--- config.mk ---
export PLATFORM = sky130hd
export DESIGN_NAME = clk_seq_top
export DESIGN_NICKNAME = d
export VERILOG_FILES = /design/src/clk_seq_pkg.sv /design/src/clk_seq_top.sv /design/src/tick_counter.sv
export SDC_FILE = /design/constraint.sdc
export NUM_CORES = 1
export LEC_CHECK = 0
export ABC_CLOCK_PERIOD_IN_PS = 3200
export BUFFER_PORTS_ARGS = -buffer_cell sky130_fd_sc_hd__buf_2
export CAP_MARGIN = 20
export CORE_ASPECT_RATIO = 0.9
export CORE_MARGIN = 1.5
export CORE_UTILIZATION = 45
export CTS_CLUSTER_SIZE = 8
export DETAILED_ROUTE_END_ITERATION = 10
export HOLD_SLACK_MARGIN = 0.08
export PLACE_DENSITY = 0.76
export SKIP_CTS_REPAIR_TIMING = 1
export SYNTH_ARGS = -nofsm -noshare
export SYNTH_HDL_FRONTEND = slang
export SYNTH_SLANG_ARGS = --single-unit
--- constraint.sdc ---
create_clock -name SYS_CLK -period 3.2 [get_ports SYS_CLK]
set_clock_uncertainty 0.05 [all_clocks]
set_input_delay 0.32 -clock SYS_CLK [delete_from_list [all_inputs] [get_ports SYS_CLK]]
set_output_delay 0.32 -clock SYS_CLK [all_outputs]
set_load 0.02 [all_outputs]
--- src/clk_seq_pkg.sv ---
package clk_seq_pkg;
	localparam logic [7:0] SLEEP_CTRL_OFS = 8'h00;
	localparam logic [7:0] STATUS_OFS = 8'h04;
	localparam int SLEEP_MODE_LSB = 0;
	localparam int SLEEP_GO_BIT = 8;
	localparam int ST_STATE_LSB = 0;
	localparam int ST_KIND_LSB = 4;
	localparam int ST_SRC_LSB = 8;
	localparam int ST_SUT_LSB = 12;
	localparam int ST_DIV8_BIT = 16;
	localparam logic [2:0] MODE_IDLE = 3'h0;
	localparam logic [2:0] MODE_CONV_NOISE = 3'h1;
	localparam logic [2:0] MODE_POWER_DOWN = 3'h2;
	localparam logic [2:0] MODE_POWER_SAVE = 3'h3;
	localparam logic [2:0] MODE_STANDBY = 3'h6;
	localparam logic [3:0] SRC_EXT = 4'h0;
	localparam logic [3:0] SRC_RSVD = 4'h1;
	localparam logic [3:0] SRC_RC_CAL = 4'h2;
	localparam logic [3:0] SRC_RC_128K = 4'h3;
	localparam logic [3:0] SRC_LOWFREQ_MIN = 4'h4;
	localparam logic [3:0] SRC_FULLSWING_MIN = 4'h6;
	localparam logic [3:0] SRC_LOWPOW_MIN = 4'h8;
	localparam logic [3:0] DEF_SRC = 4'h2;
	localparam logic [1:0] DEF_SUT = 2'h2;
	localparam logic DEF_DIV8 = 1'b0;
	localparam int TOUT_SHORT = 512;
	localparam int TOUT_LONG = 8192;
	localparam int START_EXT = 6;
	localparam int START_258 = 258;
	localparam int START_1K = 1024;
	localparam int START_16K = 16384;
	localparam int START_32K = 32768;
	localparam logic [2:0] DIV8_LAST = 3'h7;
	typedef enum logic [2:0] {KIND_LOWPOW, KIND_FULLSWING, KIND_LOWFREQ, KIND_RC128, KIND_RCCAL, KIND_EXT}
		src_kind_type;
	typedef enum logic [2:0] {ST_HOLD, ST_TIMEOUT, ST_STARTUP, ST_RUN, ST_SLEEP} seq_state_type;
	typedef struct packed {
		logic [3:0] src;
		logic [1:0] startup_time_fuses;
		logic div8;
	} fuse_type;
	typedef struct packed {
		logic core;
		logic periph;
		logic progmem;
		logic async_tmr;
		logic conv;
		logic two_wire;
	} gate_type;
endpackage

--- src/clk_seq_top.sv ---
`timescale 1ns/100ps
module clk_seq_top #(
	parameter int CNT_W = 16,
	parameter int TOUT_LONG_CYC = clk_seq_pkg::TOUT_LONG,
	parameter int START_16K_CYC = clk_seq_pkg::START_16K,
	parameter int START_32K_CYC = clk_seq_pkg::START_32K
) (
	input wire logic SYS_CLK,
	input wire logic NRST,
	input wire logic CE,
	input wire logic RESET_SOURCE_ACTIVE,
	input wire logic WDT_OSC_TICK,
	input wire logic SEL_OSC_TICK,
	input wire logic WAKE_EVENT,
	input wire logic [3:0] CLOCK_SOURCE_SELECT_FUSES,
	input wire logic [1:0] STARTUP_TIME_FUSES,
	input wire logic DIVIDE_BY_EIGHT_FUSE,
	input wire logic PSEL,
	input wire logic PENABLE,
	input wire logic PWRITE,
	input wire logic [7:0] PADDR,
	input wire logic [31:0] PWDATA,
	output logic [31:0] PRDATA,
	output logic PREADY,
	output logic PSLVERR,
	output logic INT_RESET_N,
	output logic SYS_CLK_EN,
	output logic [2:0] SOURCE_KIND,
	output logic CORE_CLOCK_EN,
	output logic PERIPHERAL_CLOCK_EN,
	output logic PROGRAM_MEMORY_CLOCK_EN,
	output logic ASYNC_TIMER_CLOCK_EN,
	output logic CONVERTER_CLOCK_EN,
	output logic TWO_WIRE_ADDR_EN
);
	clk_seq_pkg::fuse_type fuse_reg, fuse_next;
	clk_seq_pkg::seq_state_type state_reg, state_next;
	clk_seq_pkg::gate_type gate_reg, gate_next;
	clk_seq_pkg::src_kind_type kind;
	logic [2:0] mode_reg, mode_next;
	logic [2:0] sleep_mode_reg, sleep_mode_next;
	logic [2:0] div_reg, div_next;
	logic [2:0] kind_reg;
	logic int_rst_n_reg, int_rst_n_next;
	logic sys_en_reg, sys_en_next;
	logic pready_reg, pready_next;
	logic pslverr_reg, pslverr_next;
	logic [31:0] prdata_reg, prdata_next;
	logic [CNT_W-1:0] tout_sel, start_sel, load_val;
	logic [CNT_W-1:0] seen_reg, seen_next;
	logic cnt_load, cnt_tick, cnt_done;
	logic apb_commit, sleep_go, deep_mode;

	// source decode; codes are as read with programmed bits at zero.
	function automatic clk_seq_pkg::src_kind_type decode_kind(input logic [3:0] src);
		if (src >= clk_seq_pkg::SRC_LOWPOW_MIN) begin
			decode_kind = clk_seq_pkg::KIND_LOWPOW;
		end else if (src >= clk_seq_pkg::SRC_FULLSWING_MIN) begin
			decode_kind = clk_seq_pkg::KIND_FULLSWING;
		end else if (src >= clk_seq_pkg::SRC_LOWFREQ_MIN) begin
			decode_kind = clk_seq_pkg::KIND_LOWFREQ;
		end else if (src == clk_seq_pkg::SRC_RC_128K) begin
			decode_kind = clk_seq_pkg::KIND_RC128;
		end else if (src == clk_seq_pkg::SRC_EXT) begin
			decode_kind = clk_seq_pkg::KIND_EXT;
		end else begin
			// The reserved code falls back to the calibrated RC oscillator.
			decode_kind = clk_seq_pkg::KIND_RCCAL;
		end
	endfunction

	// time-out choice; a fixed count with no supply sensing.
	function automatic logic [CNT_W-1:0] timeout_count(input clk_seq_pkg::src_kind_type k, input logic [3:0] src,
		input logic [1:0] startup_time_fuses);
		logic [2:0] idx;
		idx = {src[0], startup_time_fuses};
		timeout_count = CNT_W'(TOUT_LONG_CYC);
		if (k == clk_seq_pkg::KIND_LOWPOW || k == clk_seq_pkg::KIND_FULLSWING) begin
			case (idx % 3'h3)
				3'h0: timeout_count = CNT_W'(clk_seq_pkg::TOUT_SHORT);
				3'h2: timeout_count = '0;
				default: timeout_count = CNT_W'(TOUT_LONG_CYC);
			endcase
		end else begin
			case (startup_time_fuses)
				2'h0: timeout_count = '0;
				2'h1: timeout_count = CNT_W'(clk_seq_pkg::TOUT_SHORT);
				default: timeout_count = CNT_W'(TOUT_LONG_CYC);
			endcase
		end
	endfunction

	function automatic logic [CNT_W-1:0] startup_count(input clk_seq_pkg::src_kind_type k, input logic [3:0] src,
		input logic [1:0] startup_time_fuses);
		logic [2:0] idx;
		idx = {src[0], startup_time_fuses};
		case (k)
			clk_seq_pkg::KIND_LOWPOW, clk_seq_pkg::KIND_FULLSWING: begin
				if (idx < 3'h2) begin
					startup_count = CNT_W'(clk_seq_pkg::START_258);
				end else if (idx < 3'h5) begin
					startup_count = CNT_W'(clk_seq_pkg::START_1K);
				end else begin
					startup_count = CNT_W'(START_16K_CYC);
				end
			end
			clk_seq_pkg::KIND_LOWFREQ: startup_count = CNT_W'(START_32K_CYC);
			default: startup_count = CNT_W'(clk_seq_pkg::START_EXT);
		endcase
	endfunction

	// fuses follow the pins only while another reset source holds reset.
	always_comb begin
		fuse_next = fuse_reg;
		if (RESET_SOURCE_ACTIVE) begin
			fuse_next = '{src: CLOCK_SOURCE_SELECT_FUSES, startup_time_fuses: STARTUP_TIME_FUSES, div8: DIVIDE_BY_EIGHT_FUSE};
		end
	end

	always_ff @(posedge SYS_CLK or negedge NRST) begin
		if (!NRST) begin
			// shipped configuration until the fuses are sampled.
			fuse_reg <= '{src: clk_seq_pkg::DEF_SRC, startup_time_fuses: clk_seq_pkg::DEF_SUT, div8: clk_seq_pkg::DEF_DIV8};
		end else if (CE) begin
			fuse_reg <= fuse_next;
		end
	end

	assign kind = decode_kind(fuse_reg.src);
	assign tout_sel = timeout_count(kind, fuse_reg.src, fuse_reg.startup_time_fuses);
	assign start_sel = startup_count(kind, fuse_reg.src, fuse_reg.startup_time_fuses);
	assign deep_mode = (sleep_mode_reg == clk_seq_pkg::MODE_POWER_DOWN) ||
		(sleep_mode_reg == clk_seq_pkg::MODE_POWER_SAVE);
	assign apb_commit = PSEL && PENABLE && pready_reg;
	assign sleep_go = apb_commit && PWRITE && (PADDR == clk_seq_pkg::SLEEP_CTRL_OFS) &&
		PWDATA[clk_seq_pkg::SLEEP_GO_BIT];

	// start-up sequencer holding the internal reset.
	always_comb begin
		state_next = state_reg;
		sleep_mode_next = sleep_mode_reg;
		case (state_reg)
			clk_seq_pkg::ST_HOLD: begin
				if (!RESET_SOURCE_ACTIVE) begin
					state_next = (tout_sel == '0) ? clk_seq_pkg::ST_STARTUP : clk_seq_pkg::ST_TIMEOUT;
				end
			end
			clk_seq_pkg::ST_TIMEOUT: begin
				if (cnt_done) begin
					state_next = clk_seq_pkg::ST_STARTUP;
				end
			end
			clk_seq_pkg::ST_STARTUP: begin
				if (cnt_done) begin
					state_next = clk_seq_pkg::ST_RUN;
				end
			end
			clk_seq_pkg::ST_RUN: begin
				if (sleep_go) begin
					state_next = clk_seq_pkg::ST_SLEEP;
					sleep_mode_next = mode_reg;
				end
			end
			// deep sleep wake repeats only the start-up count.
			clk_seq_pkg::ST_SLEEP: begin
				if (WAKE_EVENT) begin
					state_next = deep_mode ? clk_seq_pkg::ST_STARTUP : clk_seq_pkg::ST_RUN;
				end
			end
			default: state_next = clk_seq_pkg::ST_HOLD;
		endcase
		if (RESET_SOURCE_ACTIVE) begin
			state_next = clk_seq_pkg::ST_HOLD;
		end
	end

	assign cnt_load = (state_next == clk_seq_pkg::ST_TIMEOUT && state_reg != clk_seq_pkg::ST_TIMEOUT) ||
		(state_next == clk_seq_pkg::ST_STARTUP && state_reg != clk_seq_pkg::ST_STARTUP);
	assign load_val = (state_next == clk_seq_pkg::ST_STARTUP) ? start_sel : tout_sel;
	assign cnt_tick = (state_reg == clk_seq_pkg::ST_TIMEOUT) ? WDT_OSC_TICK : SEL_OSC_TICK;

	tick_counter #(.W(CNT_W)) phase_cnt (
		.clk(SYS_CLK),
		.nrst(NRST),
		.ce(CE),
		.load(cnt_load),
		.load_val(load_val),
		.tick(cnt_tick),
		.done(cnt_done)
	);

	// each sleep mode leaves only the domains it needs.
	always_comb begin
		gate_next = '0;
		int_rst_n_next = (state_next == clk_seq_pkg::ST_RUN) || (state_next == clk_seq_pkg::ST_SLEEP);
		if (state_next == clk_seq_pkg::ST_RUN) begin
			gate_next = '1;
		end else if (state_next == clk_seq_pkg::ST_SLEEP) begin
			// address recognition survives every sleep mode.
			gate_next.two_wire = 1'b1;
			gate_next.async_tmr = (sleep_mode_next != clk_seq_pkg::MODE_POWER_DOWN) &&
				(sleep_mode_next != clk_seq_pkg::MODE_STANDBY);
			case (sleep_mode_next)
				clk_seq_pkg::MODE_IDLE: begin
					gate_next.periph = 1'b1;
					gate_next.conv = 1'b1;
				end
				// converter runs with core and peripherals halted.
				clk_seq_pkg::MODE_CONV_NOISE: gate_next.conv = 1'b1;
				default: gate_next.conv = 1'b0;
			endcase
		end
		// core halted in every state but run; program memory follows it.
		gate_next.progmem = gate_next.core;
	end

	// Divide-by-eight applies when its fuse is programmed, read as zero.
	always_comb begin
		div_next = div_reg;
		sys_en_next = 1'b0;
		if (SEL_OSC_TICK && int_rst_n_reg) begin
			div_next = div_reg + 3'h1;
			sys_en_next = fuse_reg.div8 || (div_reg == clk_seq_pkg::DIV8_LAST);
		end
	end

	always_comb begin
		seen_next = seen_reg;
		if (cnt_load) begin
			seen_next = '0;
		end else if (cnt_tick && !cnt_done) begin
			seen_next = seen_reg + 1'b1;
		end
	end

	always_comb begin
		pready_next = PSEL && PENABLE && !pready_reg;
		pslverr_next = 1'b0;
		prdata_next = '0;
		mode_next = mode_reg;
		if (pready_next) begin
			case (PADDR)
				clk_seq_pkg::SLEEP_CTRL_OFS: prdata_next[clk_seq_pkg::SLEEP_MODE_LSB +: 3] = mode_reg;
				clk_seq_pkg::STATUS_OFS: begin
					prdata_next[clk_seq_pkg::ST_STATE_LSB +: 3] = state_reg;
					prdata_next[clk_seq_pkg::ST_KIND_LSB +: 3] = kind_reg;
					prdata_next[clk_seq_pkg::ST_SRC_LSB +: 4] = fuse_reg.src;
					prdata_next[clk_seq_pkg::ST_SUT_LSB +: 2] = fuse_reg.startup_time_fuses;
					prdata_next[clk_seq_pkg::ST_DIV8_BIT] = fuse_reg.div8;
				end
				default: pslverr_next = 1'b1;
			endcase
		end
		if (apb_commit && PWRITE && PADDR == clk_seq_pkg::SLEEP_CTRL_OFS) begin
			mode_next = PWDATA[clk_seq_pkg::SLEEP_MODE_LSB +: 3];
		end
	end

	always_ff @(posedge SYS_CLK or negedge NRST) begin
		if (!NRST) begin
			state_reg <= clk_seq_pkg::ST_HOLD;
			sleep_mode_reg <= clk_seq_pkg::MODE_IDLE;
			mode_reg <= clk_seq_pkg::MODE_IDLE;
			gate_reg <= '0;
			int_rst_n_reg <= 1'b0;
			kind_reg <= 3'h0;
			div_reg <= 3'h0;
			sys_en_reg <= 1'b0;
			seen_reg <= '0;
			pready_reg <= 1'b0;
			pslverr_reg <= 1'b0;
			prdata_reg <= 32'h0;
		end else if (CE) begin
			state_reg <= state_next;
			sleep_mode_reg <= sleep_mode_next;
			mode_reg <= mode_next;
			gate_reg <= gate_next;
			int_rst_n_reg <= int_rst_n_next;
			kind_reg <= kind;
			div_reg <= div_next;
			sys_en_reg <= sys_en_next;
			seen_reg <= seen_next;
			pready_reg <= pready_next;
			pslverr_reg <= pslverr_next;
			prdata_reg <= prdata_next;
		end
	end

	assign PRDATA = prdata_reg;
	assign PREADY = pready_reg;
	assign PSLVERR = pslverr_reg;
	assign INT_RESET_N = int_rst_n_reg;
	assign SYS_CLK_EN = sys_en_reg;
	assign SOURCE_KIND = kind_reg;
	assign CORE_CLOCK_EN = gate_reg.core;
	assign PERIPHERAL_CLOCK_EN = gate_reg.periph;
	assign PROGRAM_MEMORY_CLOCK_EN = gate_reg.progmem;
	assign ASYNC_TIMER_CLOCK_EN = gate_reg.async_tmr;
	assign CONVERTER_CLOCK_EN = gate_reg.conv;
	assign TWO_WIRE_ADDR_EN = gate_reg.two_wire;
endmodule

--- src/tick_counter.sv ---
`timescale 1ns/100ps
module tick_counter #(
	parameter int W = 16
) (
	input wire logic clk,
	input wire logic nrst,
	input wire logic ce,
	input wire logic load,
	input wire logic [W-1:0] load_val,
	input wire logic tick,
	output logic done
);
	logic [W-1:0] count_reg;
	logic [W-1:0] count_next;

	always_comb begin
		count_next = count_reg;
		if (load) begin
			count_next = load_val;
		end else if (tick && count_reg != '0) begin
			count_next = count_reg - 1'b1;
		end
	end

	always_ff @(posedge clk or negedge nrst) begin
		if (!nrst) begin
			count_reg <= '0;
		end else if (ce) begin
			count_reg <= count_next;
		end
	end

	// Done must not look at load: load is derived from the next state, which itself depends on done.
	assign done = (count_reg == '0);
endmodule

* Yosys cells after proc, flatten, opt, wreduce, memory -nomap -nowiden
Index checks and enable logic that the tools add are counted.
** Word-level totals
- Flip-flop bits (word level) :: 60
- Logic and storage cells :: 127
** Operators by class
- $lt $le $gt $ge :: 5
- Divide/modulo/power cells :: 1
- Reduce and logical (&&, ||, !) cells :: 35
- Equality and inequality tests :: 22
- Muxes and demuxes :: 43
- $add $sub $neg :: 2
** Operators with widths (count)
- 2-to-1 mux 16 bit :: 4
- one-hot mux 14 bit (2 select lines) :: 2
- 2-to-1 mux 3 bit :: 16
- zero test 16 bit :: 2
- one-hot mux 16 bit (2 select lines) :: 1
- 2-to-1 mux 15 bit :: 2
- == test 3 x 2 -> 1 bit (second input constant) :: 8
- nonzero test 16 bit :: 1
- subtractor 16 x 1 -> 16 bit (second input constant) :: 1
- one-hot mux 3 bit (5 select lines) :: 1
- 2-to-1 mux 1 bit :: 13
- == test 3 x 1 -> 1 bit (second input constant) :: 4
- zero test 3 bit :: 4
- 2-to-1 mux 6 bit :: 2
- logical AND 1 bit :: 11
- == test 3 bit (second input constant) :: 3
- == test 8 x 3 -> 1 bit (second input constant) :: 1
- greater-or-equal comparator 4 x 3 -> 1 bit (second input constant) :: 2
- zero test 8 bit :: 1
- AND reduction 2 bit :: 4
- != test 3 x 2 -> 1 bit (second input constant) :: 2
- one-hot mux 3 bit (2 select lines) :: 1
- OR reduction 2 bit :: 3
- logical OR 1 bit :: 5
- other kinds (14) :: 14

* Longest topological paths before layout
Gate-level depths: netlist (run 1).
- Depth in word-level cells :: 18
- Depth in mapped cells :: 12
- Mapped depth without buffers :: 10

* By module
A second synthesis (run 1) with hierarchy kept.
** Second synthesis, totals
- Cells, all modules :: 399
- Area, all modules :: 3687.3 µm²
** By module, submodules not included
- clk_seq_top :: area an instance 2598.7 µm², cells an instance 272, times used 1
- tick_counter :: area an instance 1088.5 µm², cells an instance 127, times used 1

* Worst setup path before layout (run 1)
Ideal clock, no wire load.
- Kind :: register to register
- Start :: register fuse_reg[2] (netlist name)
- End :: register phase_cnt.count_reg[15]
- Cell stages (with the launch flop) :: 12
- Path buffers :: 1
- Clock period less this slack :: 2.895 ns
- Data arrival time :: 2.719 ns
- Path slack :: 0.305 ns
- Setup time :: 0.126 ns
- Data required time :: 3.024 ns
- Path through :: dfstp_2 > buf_2 > nor2b_1 > ha_1 > ha_1 > nand2b_1 > a2111oi_4 > o21ai_2 > a21boi_2 > o21a_4 > o32ai_1 > a221o_1
** Between the ends
- Cells in the longest elaborated chain, start to end :: 13
** RTL lines
- start, declared :: RTL line clk_seq_top.sv:36 : clk_seq_pkg::fuse_type fuse_reg, fuse_next;
- start signal, assigned :: RTL line clk_seq_top.sv:123 : fuse_reg <= '{src: clk_seq_pkg::DEF_SRC, startup_time_fuses: clk_seq_pkg::DEF_SUT, div8: clk_seq_pkg::DEF_DIV8 ...
- start signal, assigned :: RTL line clk_seq_top.sv:125 : fuse_reg <= fuse_next;
- modulo 3 x 2 -> 3 bit :: RTL line clk_seq_top.sv:79 : case (idx % 3'h3)
- == test 3 x 2 -> 1 bit / zero test 3 bit (equally long branches) :: RTL line clk_seq_top.sv:79
- one-hot mux 14 bit (2 select lines) :: RTL line clk_seq_top.sv:79
- 2-to-1 mux 16 bit (*) :: RTL line clk_seq_top.sv:78 : if (k == clk_seq_pkg::KIND_LOWPOW || k == clk_seq_pkg::KIND_FULLSWING) begin
- zero test 16 bit (*) :: RTL line clk_seq_top.sv:145 : state_next = (tout_sel == '0) ? clk_seq_pkg::ST_STARTUP : clk_seq_pkg::ST_TIMEOUT;
- 2-to-1 mux 2 bit (*) :: RTL line clk_seq_top.sv:145
- one-hot mux 3 bit (5 select lines) (*) :: RTL line clk_seq_top.sv:142 : case (state_reg)
- 2-to-1 mux 3 bit (*) :: RTL line clk_seq_top.sv:172 : if (RESET_SOURCE_ACTIVE) begin
- == test 3 x 1 -> 1 bit / == test 3 x 2 -> 1 bit (equally long branches) :: RTL line clk_seq_top.sv:177, clk_seq_top.sv:178, clk_seq_top.sv:179
- logical AND 1 bit (on tied branches) :: RTL line clk_seq_top.sv:177, clk_seq_top.sv:178
- logical OR 1 bit :: RTL line clk_seq_top.sv:177 : assign cnt_load = (state_next == clk_seq_pkg::ST_TIMEOUT && state_reg != clk_seq_pkg::ST_TIMEOUT) ||
- nonzero test 2 bit (no source line)
- AND reduction 2 bit (no source line)
- end signal, assigned :: RTL line tick_counter.sv:29 : count_reg <= count_next;
- end, declared :: RTL line tick_counter.sv:13 : logic [W-1:0] count_reg;
Every way passes the cells marked *; elsewhere a longest branch is shown, timed or not.
A chain may end at the register's enable or synchronous reset.

* Worst setup path after layout (run 1)
Same ends and word-level chain as after synthesis.

==> metrics.yaml, run 1 <==
detailed_routing:
  firstDrtPassIters: 5
  antenna_left: 0
  drt_iter0_markers: 225
  wl_per_cell_um: 14.2
  wirelength_um: 7710
  via_count: 2907
  route.detailed.drc: 0
  avgViaCountPerCell: 5.35
cts:
  clock-sinks: 59
  cts.root.buffer_cell: "clkbuf_8"
  cts_tree: "built"
  clk_pin_slew_ns: 0.07
  cts_made_buffers: 9
  clock_path_buffers: 2
  htreeDepth: 3
  worstSkewPairLatency_ns: 0.34
worst_setup_path:
  crit_path_start_kind: "flip-flop"
  r2r-start: "fuse_reg[2]"
  critPathCapture: "phase_cnt.count_reg[15]"
  critPathMaxStageDelay_ns: 0.63
  path_cells: "nor2b_1 > ha_1 > ha_1 > nand2b_1 > a2111oi_4 > o21ai_2 > a21boi_2 > buf_4 > o21a_4 > o32ai_1 > a221o_1"
  worstPathMaxFanout: 11
  worst_ep_required_time_ns: 3.38
  crit_type: "reg -> reg"
  rr_endpoint: "phase_cnt.count_reg[15]"
  r2r_cells: 11
  r2r_slack_ns: 0.14
  end_kind: "flip-flop"
  crit_start: "fuse_reg[2]"
  cp.arrival_ns: 3.24
  path_common_cell: "ha_1"
  cp_slowest_cell: "dfstp_2"
synth:
  synth_edf_count: 0
  ys_dominant_reg_cell: "dfrtp_1"
  yosysUniqueCellTypes: 71
  seq_area_frac_synth: 0.409
  synth_area_um2: 3610
  synthArstFlopShare: 1.00
  avgSynthCellArea_um2: 9.24
  ys.warnings.count: 0
  ys_ff_latch: 59
  netlist_instances: 391
cells_and_area:
  layout-drive-gt1-share: 0.260
  fillers: 692
  nets: 505
  multiInputGateArea_um2: 1810
  largest_register_ff_count: 16
  layout_commonest_cell: "dfrtp_1"
  antenna_cells: 0
  layout_common_cells: "dfrtp_1, buf_2, nand2_1"
  finalNonFillerCells: 543
  seq_area_um2: 1480
  area_delta_synth_final_pct: 13.5
  final_area_um2: 4100
  final_util: 0.535
placed_design:
  placed_cells: 524
  dp_hpwl_um: 5660
  placed_area_um2: 3850
  gp_congestion: 0.809
  portBuffers: 54
sta:
  finalHoldViolCount: 0
  slew_headroom: 0.603
  drv_slew: 0
  setup_violations: 0
  fmax_mhz: 327
  fin_crit_sh: 0.957
  tightest_slew_ns: 0.596
  finalCriticalPeriod_ns: 3.06
global_route:
  overflow: 0
  grt_pass1_vias: 2814
  grt_max_degree: 48
  antenna_found_initial: 0
  track_usage: 0.190
  grt_pass1_wl_um: 13200
run:
  cap_violations: 0
die:
  dieArea_um2: 8580
  rows: 30
  chipWidth_um: 97.5
  dieHeight_um: 88.0
  core-area_um2: 7660
  start_util: 0.472
  ios: 102
power_and_ir_drop:
  p_per_area_nw_per_um2: 649
  p_leak_nw: 1.89
  irDropWorstVdd_mv: 0.273
  finalPower_mw: 2.66
outcome:
  status: "finished clean"
min_path:
  hold_path.class: "in -> reg"
[how the worst min path moves through the flow]
stage	start	endpoint	slack, ns	cells past startpoint
2_1_floorplan	NRST	ASYNC_TIMER_CLOCK_EN	-0.03	0
3_3_place_gp	div_reg[0]	div_reg[0]	0.42	1
3_5_place_dp	div_reg[0]	div_reg[0]	0.45	1
4_1_cts	NRST	PRDATA[11]	0.14	1
5_1_grt	CLOCK_SOURCE_SELECT_FUSES[1]	fuse_reg[4]	0.15	2
6_report	PWDATA[0]	mode_reg[0]	0.17	2
[power by group]
group,switching (mW),internal [mW],total [mW]
clock network,0.285,0.423,0.708
registers,0.158,0.891,1.05
logic,0.524,0.379,0.903
total,0.967,1.69,2.66
[synthesized netlist by cell type (2+ instances only)]
library cell	instances	area, um^2
dfrtp_1	57	1430
nand2_1	41	154
nor2_1	35	131
inv_1	34	128
buf_4	22	165
o21ai_0	22	110
mux2_2	15	169
a21oi_1	13	65.1
a31oi_1	9	56.3
clkbuf_1	9	33.8
o22ai_1	9	56.3
nand3_1	8	40.0
xnor2_1	8	70.1
ha_1	6	75.1
mux2i_1	6	60.1
nand2b_1	6	37.5
nor3_1	6	30.0
and2_1	4	25.0
buf_2	4	20.0
nand4_1	4	25.0
nand4b_1	4	35.0
or3_1	4	25.0
buf_6	3	33.8
nor2b_1	3	18.8
nor4_1	3	18.8
nor4_4	3	63.8
o21ai_2	3	26.3
a211oi_1	2	15.0
a21o_1	2	15.0
dfstp_2	2	52.6
o2111ai_1	2	17.5
o221ai_1	2	17.5
or2_1	2	12.5
[layout make-up]
class / instances / area share
Timing Repair Buffer: 62 / 0.0861
Tap cell: 96 / 0.0293
Inverter: 34 / 0.0311
Clock inverter: 2 / 0.00854
Sequential cell: 59 / 0.361
Multi-Input combinational cell: 276 / 0.442
Clock buffer: 14 / 0.0421
[per-stage QoR]
stage / TNS, ns / setup WS, ns / hold WS (ns)
after floorplan: 0 / 0.305 / -0.0256
after global placement: 0 / 0.291 / 0.417
after detailed placement: 0 / 0.145 / 0.447
after CTS: 0 / 0.114 / 0.142
after global routing: -0.00270 / -0.00270 / 0.147
final: 0 / 0.138 / 0.167
[cell families (layout without fill, tap and decap cells)]
family,count (synthesis),after routing,share of synthesized area
simple gates,135,135,0.203
compound gates,85,85,0.170
buf+inv,74,112,0.108
flops,59,59,0.409
mux,22,22,0.0665
xor+xnor,9,9,0.0218
fa+ha+maj,6,6,0.0208
other cells,1,19,0.00104
[critical path: cells and delay by family (launching register included)]
family	cells	cell delay [ns]
and+or+nand+nor	2	0.42
AOI/OAI and AO/OA	6	1.28
buffers and inverters	1	0.15
DFF	1	0.63
adders and majority gates	2	0.42
[per-layer routing]
| layer | GRT usage | vias to the layer above | wire, um |
|---|---|---|---|
| met2 | 0.317 | 77 | 3720 |
| li1 | - | 1421 | - |
| met1 | 0.251 | 1404 | 3610 |
| met5 | 0 | - | 0 |
| met4 | 0.0416 | 0 | 67 |
| met3 | 0.0503 | 5 | 316 |
Power figures use the tool's default switching activity.
==> inputs of run 2 (changes only) <==
--- a/config.mk
+++ b/config.mk
@@ -5,7 +5,7 @@
 export SDC_FILE = /design/constraint.sdc
 export NUM_CORES = 1
 export LEC_CHECK = 0
-export ABC_CLOCK_PERIOD_IN_PS = 3200
+export ABC_CLOCK_PERIOD_IN_PS = 3360
 export BUFFER_PORTS_ARGS = -buffer_cell sky130_fd_sc_hd__buf_2
 export CAP_MARGIN = 20
 export CORE_ASPECT_RATIO = 0.9
@@ -13,7 +13,7 @@
 export CORE_UTILIZATION = 45
 export CTS_CLUSTER_SIZE = 8
 export DETAILED_ROUTE_END_ITERATION = 10
-export HOLD_SLACK_MARGIN = 0.08
+export HOLD_SLACK_MARGIN = 0.06
 export PLACE_DENSITY = 0.76
 export SKIP_CTS_REPAIR_TIMING = 1
 export SYNTH_ARGS = -nofsm -noshare
==> constraint.sdc (replaced) <==
create_clock -name SYS_CLK -period 3.36 [get_ports SYS_CLK]
set_clock_uncertainty 0.05 [all_clocks]
set_input_delay 0.336 -clock SYS_CLK [delete_from_list [all_inputs] [get_ports SYS_CLK]]
set_output_delay 0.336 -clock SYS_CLK [all_outputs]
set_load 0.02 [all_outputs]
==> run 2 against run 1 <==
  * Core utilization about the same
  * Sequential share of layout area barely moved
  * Worst hold slack improved by 0.0029 ns
  * Wire length up 1.1%
  * Cell area about the same
  * Sequential power is 5% lower
  * Clock-buffer cell count is 2 lower
  * Global-route usage rose by 0.24 points
  * Critical endpoint is now PERIPHERAL_CLOCK_EN
  * Highest routed layer unchanged
==> metrics.yaml, run 2 (same netlist as run 1, synthesis figures left out) <==
detailed_routing:
  wirelength_um: 7790  # +1.1%
  firstDrtPassIters: 5  # unchanged
  avgViaCountPerCell: 5.35  # about the same
  antenna_left: 0  # unchanged
  via_count: 2895  # -0.41%
  route.detailed.drc: 0  # unchanged
  wl_per_cell_um: 14.4  # +1.4%
  drt_iter0_markers: 297  # +32%
worst_setup_path:
  cp.arrival_ns: 3.39  # +0.15 ns
  r2r_slack_ns: 0.19  # +0.05 ns
  rr_endpoint: "PERIPHERAL_CLOCK_EN"
  worstPathMaxFanout: 11  # unchanged
  r2r-start: "fuse_reg[2]"
  worst_ep_required_time_ns: 3.58  # +0.20 ns
  r2r_cells: 10  # -1
  crit_path_start_kind: "flip-flop"
  end_kind: "flip-flop"
  crit_type: "reg -> reg"
  crit_start: "fuse_reg[2]"
global_route:
  grt_pass1_vias: 2739  # -2.7%
  overflow: 0  # unchanged
  antenna_found_initial: 0  # unchanged
  track_usage: 0.192  # +0.00238
  grt_pass1_wl_um: 12900  # -2.1%
  grt_max_degree: 51  # +6.3%
cells_and_area:
  largest_register_ff_count: 16  # unchanged
  area_delta_synth_final_pct: 13.4  # about the same
  layout-drive-gt1-share: 0.258  # -0.00108
  antenna_cells: 0  # unchanged
  nets: 503  # -0.40%
  finalNonFillerCells: 541  # -0.37%
  layout_commonest_cell: "dfrtp_1"
  fillers: 707  # +2.2%
  layout_common_cells: "dfrtp_1, buf_2, nand2_1"
cts:
  clock_path_buffers: 2  # unchanged
  htreeDepth: 3  # unchanged
  cts_tree: "built"
  cts_made_buffers: 9  # unchanged
  cts.root.buffer_cell: "clkbuf_8"
  clock-sinks: 59  # unchanged
  clk_pin_slew_ns: 0.07  # about the same
  worstSkewPairLatency_ns: 0.35  # about the same
outcome:
  status: "finished clean"
placed_design:
  gp_congestion: 0.857  # +6.0%
  placed_cells: 523  # -0.19%
  portBuffers: 54  # unchanged
  dp_hpwl_um: 5670  # +0.17%
power_and_ir_drop:
  p_leak_nw: 1.88  # -0.41%
  finalPower_mw: 2.59  # -2.6%
  p_per_area_nw_per_um2: 632  # -2.5%
  irDropWorstVdd_mv: 0.253  # -7.5%
die:
  core-area_um2: 7660  # unchanged
  rows: 30  # unchanged
  ios: 102  # unchanged
  start_util: 0.472  # unchanged
  dieArea_um2: 8580  # unchanged
  dieHeight_um: 88.0  # unchanged
  chipWidth_um: 97.5  # unchanged
sta:
  timing.hold.ws_ns: 0.170  # +0.00288 ns
  tightest_slew_ns: 0.497  # -0.0993 ns
  fin_setup_tns_ns: 0  # unchanged
  fmax_mhz: 315  # -3.4%
  slew_headroom: 0.666  # +0.0636
  setup_violations: 0  # unchanged
  fin_crit_sh: 0.944  # -0.0131
  drv_slew: 0  # unchanged
  finalCriticalPeriod_ns: 3.17  # +0.109 ns
  grt_setup_unrepaired: "no"
  finalHoldViolCount: 0  # unchanged
min_path:
  min_from: "DIVIDE_BY_EIGHT_FUSE"
  min_path_cells: 2  # unchanged
  holdPathEnd: "fuse_reg[0]"
  hold_path.class: "in -> reg"
run:
  cap_violations: 0  # unchanged
run 2: changes by cell type in the layout (fill, tap and decap cells not counted), sizes merged:
| cell | before | now |
|---|---|---|
| buf | 61 | 59 |
| clkbuf | 14 | 12 |
| bufinv | 1 | 2 |
| clkinvlp | 0 | 1 |
run 2: per-layer routing:
| metal | track usage | vias to the layer above | wire [um] |
|---|---|---|---|
| met5 | 0 | - | 0 |
| met4 | 0.101 | 0 | 209 |
| met3 | 0.0431 | 15 | 362 |
| met2 | 0.311 | 96 | 3590 |
| met1 | 0.244 | 1377 | 3630 |
| li1 | - | 1407 | - |
run 2: final cells by class:
type,instances,area [um^2],area share
flip-flops and latches,59,1480,0.361
inverters,34,128,0.0311
repair buffers,60,330,0.0806
multi-input cells,276,1810,0.442
well taps,96,120,0.0293
clock buffers,12,155,0.0379
clock inverters,4,72.6,0.0177
run 2: worst max-delay path by stage:
stage                         endpoint
2_1_floorplan  phase_cnt.count_reg[15]
3_3_place_gp          TWO_WIRE_ADDR_EN
3_5_place_dp          TWO_WIRE_ADDR_EN
4_1_cts            PERIPHERAL_CLOCK_EN
5_1_grt           ASYNC_TIMER_CLOCK_EN
6_report           PERIPHERAL_CLOCK_EN
run 2: critical path: stages (launching register included):
cell and delay, ns:
dfstp_2 0.63, nor2b_1 0.31, ha_1 0.21, ha_1 0.24
nand2b_1 0.21, a2111oi_4 0.37, o21ai_2 0.16, a21boi_2 0.25
o31a_1 0.31, nand2_1 0.16, a31oi_1 0.18
run 2: power by group:
group	total, mW	internal, mW	switching [mW]
Combinational	0.853	0.354	0.499
Sequential	0.999	0.849	0.151
Clock	0.738	0.457	0.282
run 2: through the flow:
step,worst slack (ns),area (um^2),utilization
global placement,0.299,3840,0.501
detailed placement,0.223,3840,0.501
floorplan,0.465,3680,-
CTS,0.190,4070,0.531
global route,0.0175,4100,0.535
finish,0.189,4100,0.535
==> inputs of run 3 (changes only) <==
--- a/config.mk
+++ b/config.mk
@@ -14,7 +14,7 @@
 export CTS_CLUSTER_SIZE = 8
 export DETAILED_ROUTE_END_ITERATION = 10
 export HOLD_SLACK_MARGIN = 0.06
-export PLACE_DENSITY = 0.76
+export PLACE_DENSITY = 0.82
 export SKIP_CTS_REPAIR_TIMING = 1
 export SYNTH_ARGS = -nofsm -noshare
 export SYNTH_HDL_FRONTEND = slang
==> run 3 against run 2 <==
  * Critical path depth rose by 1
  * First-iteration DRC count increased by 5.1%
  * Setup slack worse by 0.0063 ns
  * Register-to-register slack barely moved
  * Sequential cell count unchanged
  * Critical path type unchanged
  * Power shrank 1.8%
  * Die area did not move
  * Cell count is 0.18% lower
  * Sequential share of layout area is 0.31 points higher
  * Global-route usage about the same
  * Combinational power barely moved
  * Cell area is 0.85% lower
==> metrics.yaml, run 3 (same netlist as run 1, synthesis figures left out) <==
detailed_routing:
  drt_iter0_markers: 312  # +5.1%
  via_count: 2968  # +2.5%
  wl_per_cell_um: 14.7  # +1.8%
  avgViaCountPerCell: 5.50  # +2.7%
  firstDrtPassIters: 6  # +1
  route.detailed.drc: 0  # unchanged
  wirelength_um: 7910  # +1.6%
  antenna_left: 0  # unchanged
min_path:
  hold_path.class: "in -> async"
cells_and_area:
  layout-drive-gt1-share: 0.264  # +0.00509
  area_delta_synth_final_pct: 12.4
  largest_register_ff_count: 16  # unchanged
  nets: 502  # -0.20%
  finalNonFillerCells: 540  # -0.18%
  fillers: 695  # -1.7%
  multiInputGateArea_um2: 1820  # +0.14%
  antenna_cells: 0  # unchanged
  seq_area_um2: 1480  # unchanged
  layout_common_cells: "dfrtp_1, buf_2, nand2_1"
  final_util: 0.531  # -0.00457
  layout_commonest_cell: "dfrtp_1"
placed_design:
  portBuffers: 54  # unchanged
  placed_cells: 522  # -0.19%
  gp_congestion: 0.828  # -3.4%
  dp_hpwl_um: 5730  # +1.1%
power_and_ir_drop:
  power.internal_mw: 1.60  # -3.3%
  p_switching_mw: 0.940  # +0.96%
  comb_power_share: 0.336  # +0.007
  p_leak_nw: 1.87  # -0.59%
  clock_power_share: 0.269  # -0.016
  irDropWorstVdd_mv: 0.225  # -11%
  p_per_area_nw_per_um2: 626  # -0.92%
  swShare: 0.370  # +0.0100
  p_seq_frac: 0.395  # +0.009
worst_setup_path:
  worstPathMaxFanout: 11  # unchanged
  end_kind: "flip-flop"
  path_common_cell: "ha_1"
  crit_type: "reg -> reg"
  critPathMaxStageDelay_ns: 0.64  # about the same
  worst-path-buf-inv: 1  # +1
  cp.arrival_ns: 3.37  # -0.02 ns
  cp_top_family: "compound AO/OA/AOI/OAI gates"
  crit_start: "fuse_reg[2]"
  path_cells: "nor2b_2 > ha_1 > ha_1 > nand2b_1 > a2111oi_4 > o21ai_2 > a21boi_2 > o31a_1 > buf_4 > nand4b_1 > o221ai_1"
  cp_slowest_cell: "dfstp_2"
  worst_ep_required_time_ns: 3.56  # -0.02 ns
  crit_path_start_kind: "flip-flop"
  r2r-start: "fuse_reg[2]"
sta:
  fin_setup_tns_ns: 0  # unchanged
  fin_crit_sh: 0.946  # +0.00189
  timing.hold.ws_ns: 0.0477  # -0.122 ns
  grt_setup_unrepaired: "no"
  finalHoldViolCount: 0  # unchanged
  drv_slew: 0  # unchanged
  tightest_slew_ns: 0.837  # +0.340 ns
  slew_headroom: 0.442  # -0.224
  fmax_mhz: 315  # -0.20%
  finalCriticalPeriod_ns: 3.18  # +0.00635 ns
  setup_violations: 0  # unchanged
cts:
  worstSkewPairLatency_ns: 0.34  # about the same
  htreeDepth: 3  # unchanged
  clock_path_buffers: 2  # unchanged
  clk_pin_slew_ns: 0.07  # about the same
  cts_made_buffers: 9  # unchanged
  clock-sinks: 59  # unchanged
  cts_tree: "built"
  cts.root.buffer_cell: "clkbuf_8"
global_route:
  antenna_found_initial: 0  # unchanged
  track_usage: 0.192  # about the same
  grt_pass1_vias: 2815  # +2.8%
  overflow: 0  # unchanged
  met1_usage: 0.248  # +0.00469
  grt_max_degree: 39  # -24%
  grt_pass1_wl_um: 13200  # +2.3%
  grt-busiest-layer: "met2"
  grt_use_met2: 0.318  # +0.00694
  gr-usage-met3: 0.0383  # -0.00479
die:
  core-area_um2: 7660  # unchanged
  chipWidth_um: 97.5  # unchanged
  rows: 30  # unchanged
  dieArea_um2: 8580  # unchanged
  ios: 102  # unchanged
  start_util: 0.472  # unchanged
  dieHeight_um: 88.0  # unchanged
run:
  cap_violations: 0  # unchanged
outcome:
  status: "finished clean"
==> run 3: cell count changes in the layout (fill, tap and decap cells not counted), sizes merged <==
cell / previous run / this run
bufinv: 2 / 1
clkinv: 1 / 2
dlygate4sd3: 1 / 0
==> run 3: power groups by stage <==
| stage | registers, mW | logic (mW) | clock network [mW] |
|---|---|---|---|
| after floorplan | 0.982 | 0.688 | 0 |
| final | 1.01 | 0.854 | 0.686 |
| after detailed placement | 1.01 | 0.833 | 0 |
| after global placement | 1.01 | 0.800 | 0 |
| after CTS | 1.00 | 0.844 | 0.692 |
| after global routing | 1.02 | 0.955 | 0.728 |
==> run 3: final timing paths <==
path	to	slack [ns]	cells past startpoint
worst max-delay path	phase_cnt.count_reg[14]	0.18	11
worst min-delay path	fuse_reg[3]	0.05	1
worst max register to register	phase_cnt.count_reg[14]	0.18	11
worst min register to register	div_reg[0]	0.44	1
max in group asynchronous	sleep_mode_reg[1]	2.40	2
min in group SYS_CLK	fuse_reg[1]	0.17	2
==> run 3: stage by stage <==
stage / power, mW / area (um^2) / setup slack (ns)
floorplan: 1.67 / 3680 / 0.465
finish: 2.55 / 4060 / 0.183
global route: 2.71 / 4060 / 0.0405
detailed placement: 1.84 / 3830 / 0.0965
CTS: 2.54 / 4050 / 0.0101
global placement: 1.81 / 3830 / 0.273
==> run 3: worst reg2reg max path: cells and delay by family (launching register included) <==
family / cells / cell delay [ns]
fa+ha+maj: 2 / 0.46
compound gates: 5 / 1.19
flops: 1 / 0.64
simple gates: 3 / 0.59
buf+inv: 1 / 0.15
==> run 3: per-layer routing <==
layer  wire length [um]  part of all wire
met5                  0                 0
met4                 98             0.012
met3                437             0.055
met2               3810              0.48
met1               3570              0.45
==> run 3: layout make-up <==
class / count / area share
repair buffers: 59 / 0.0758
clock inverters: 4 / 0.0117
inverters: 34 / 0.0314
flip-flops and latches: 59 / 0.364
multi-input cells: 276 / 0.447
clock buffers: 12 / 0.0407
well taps: 96 / 0.0296
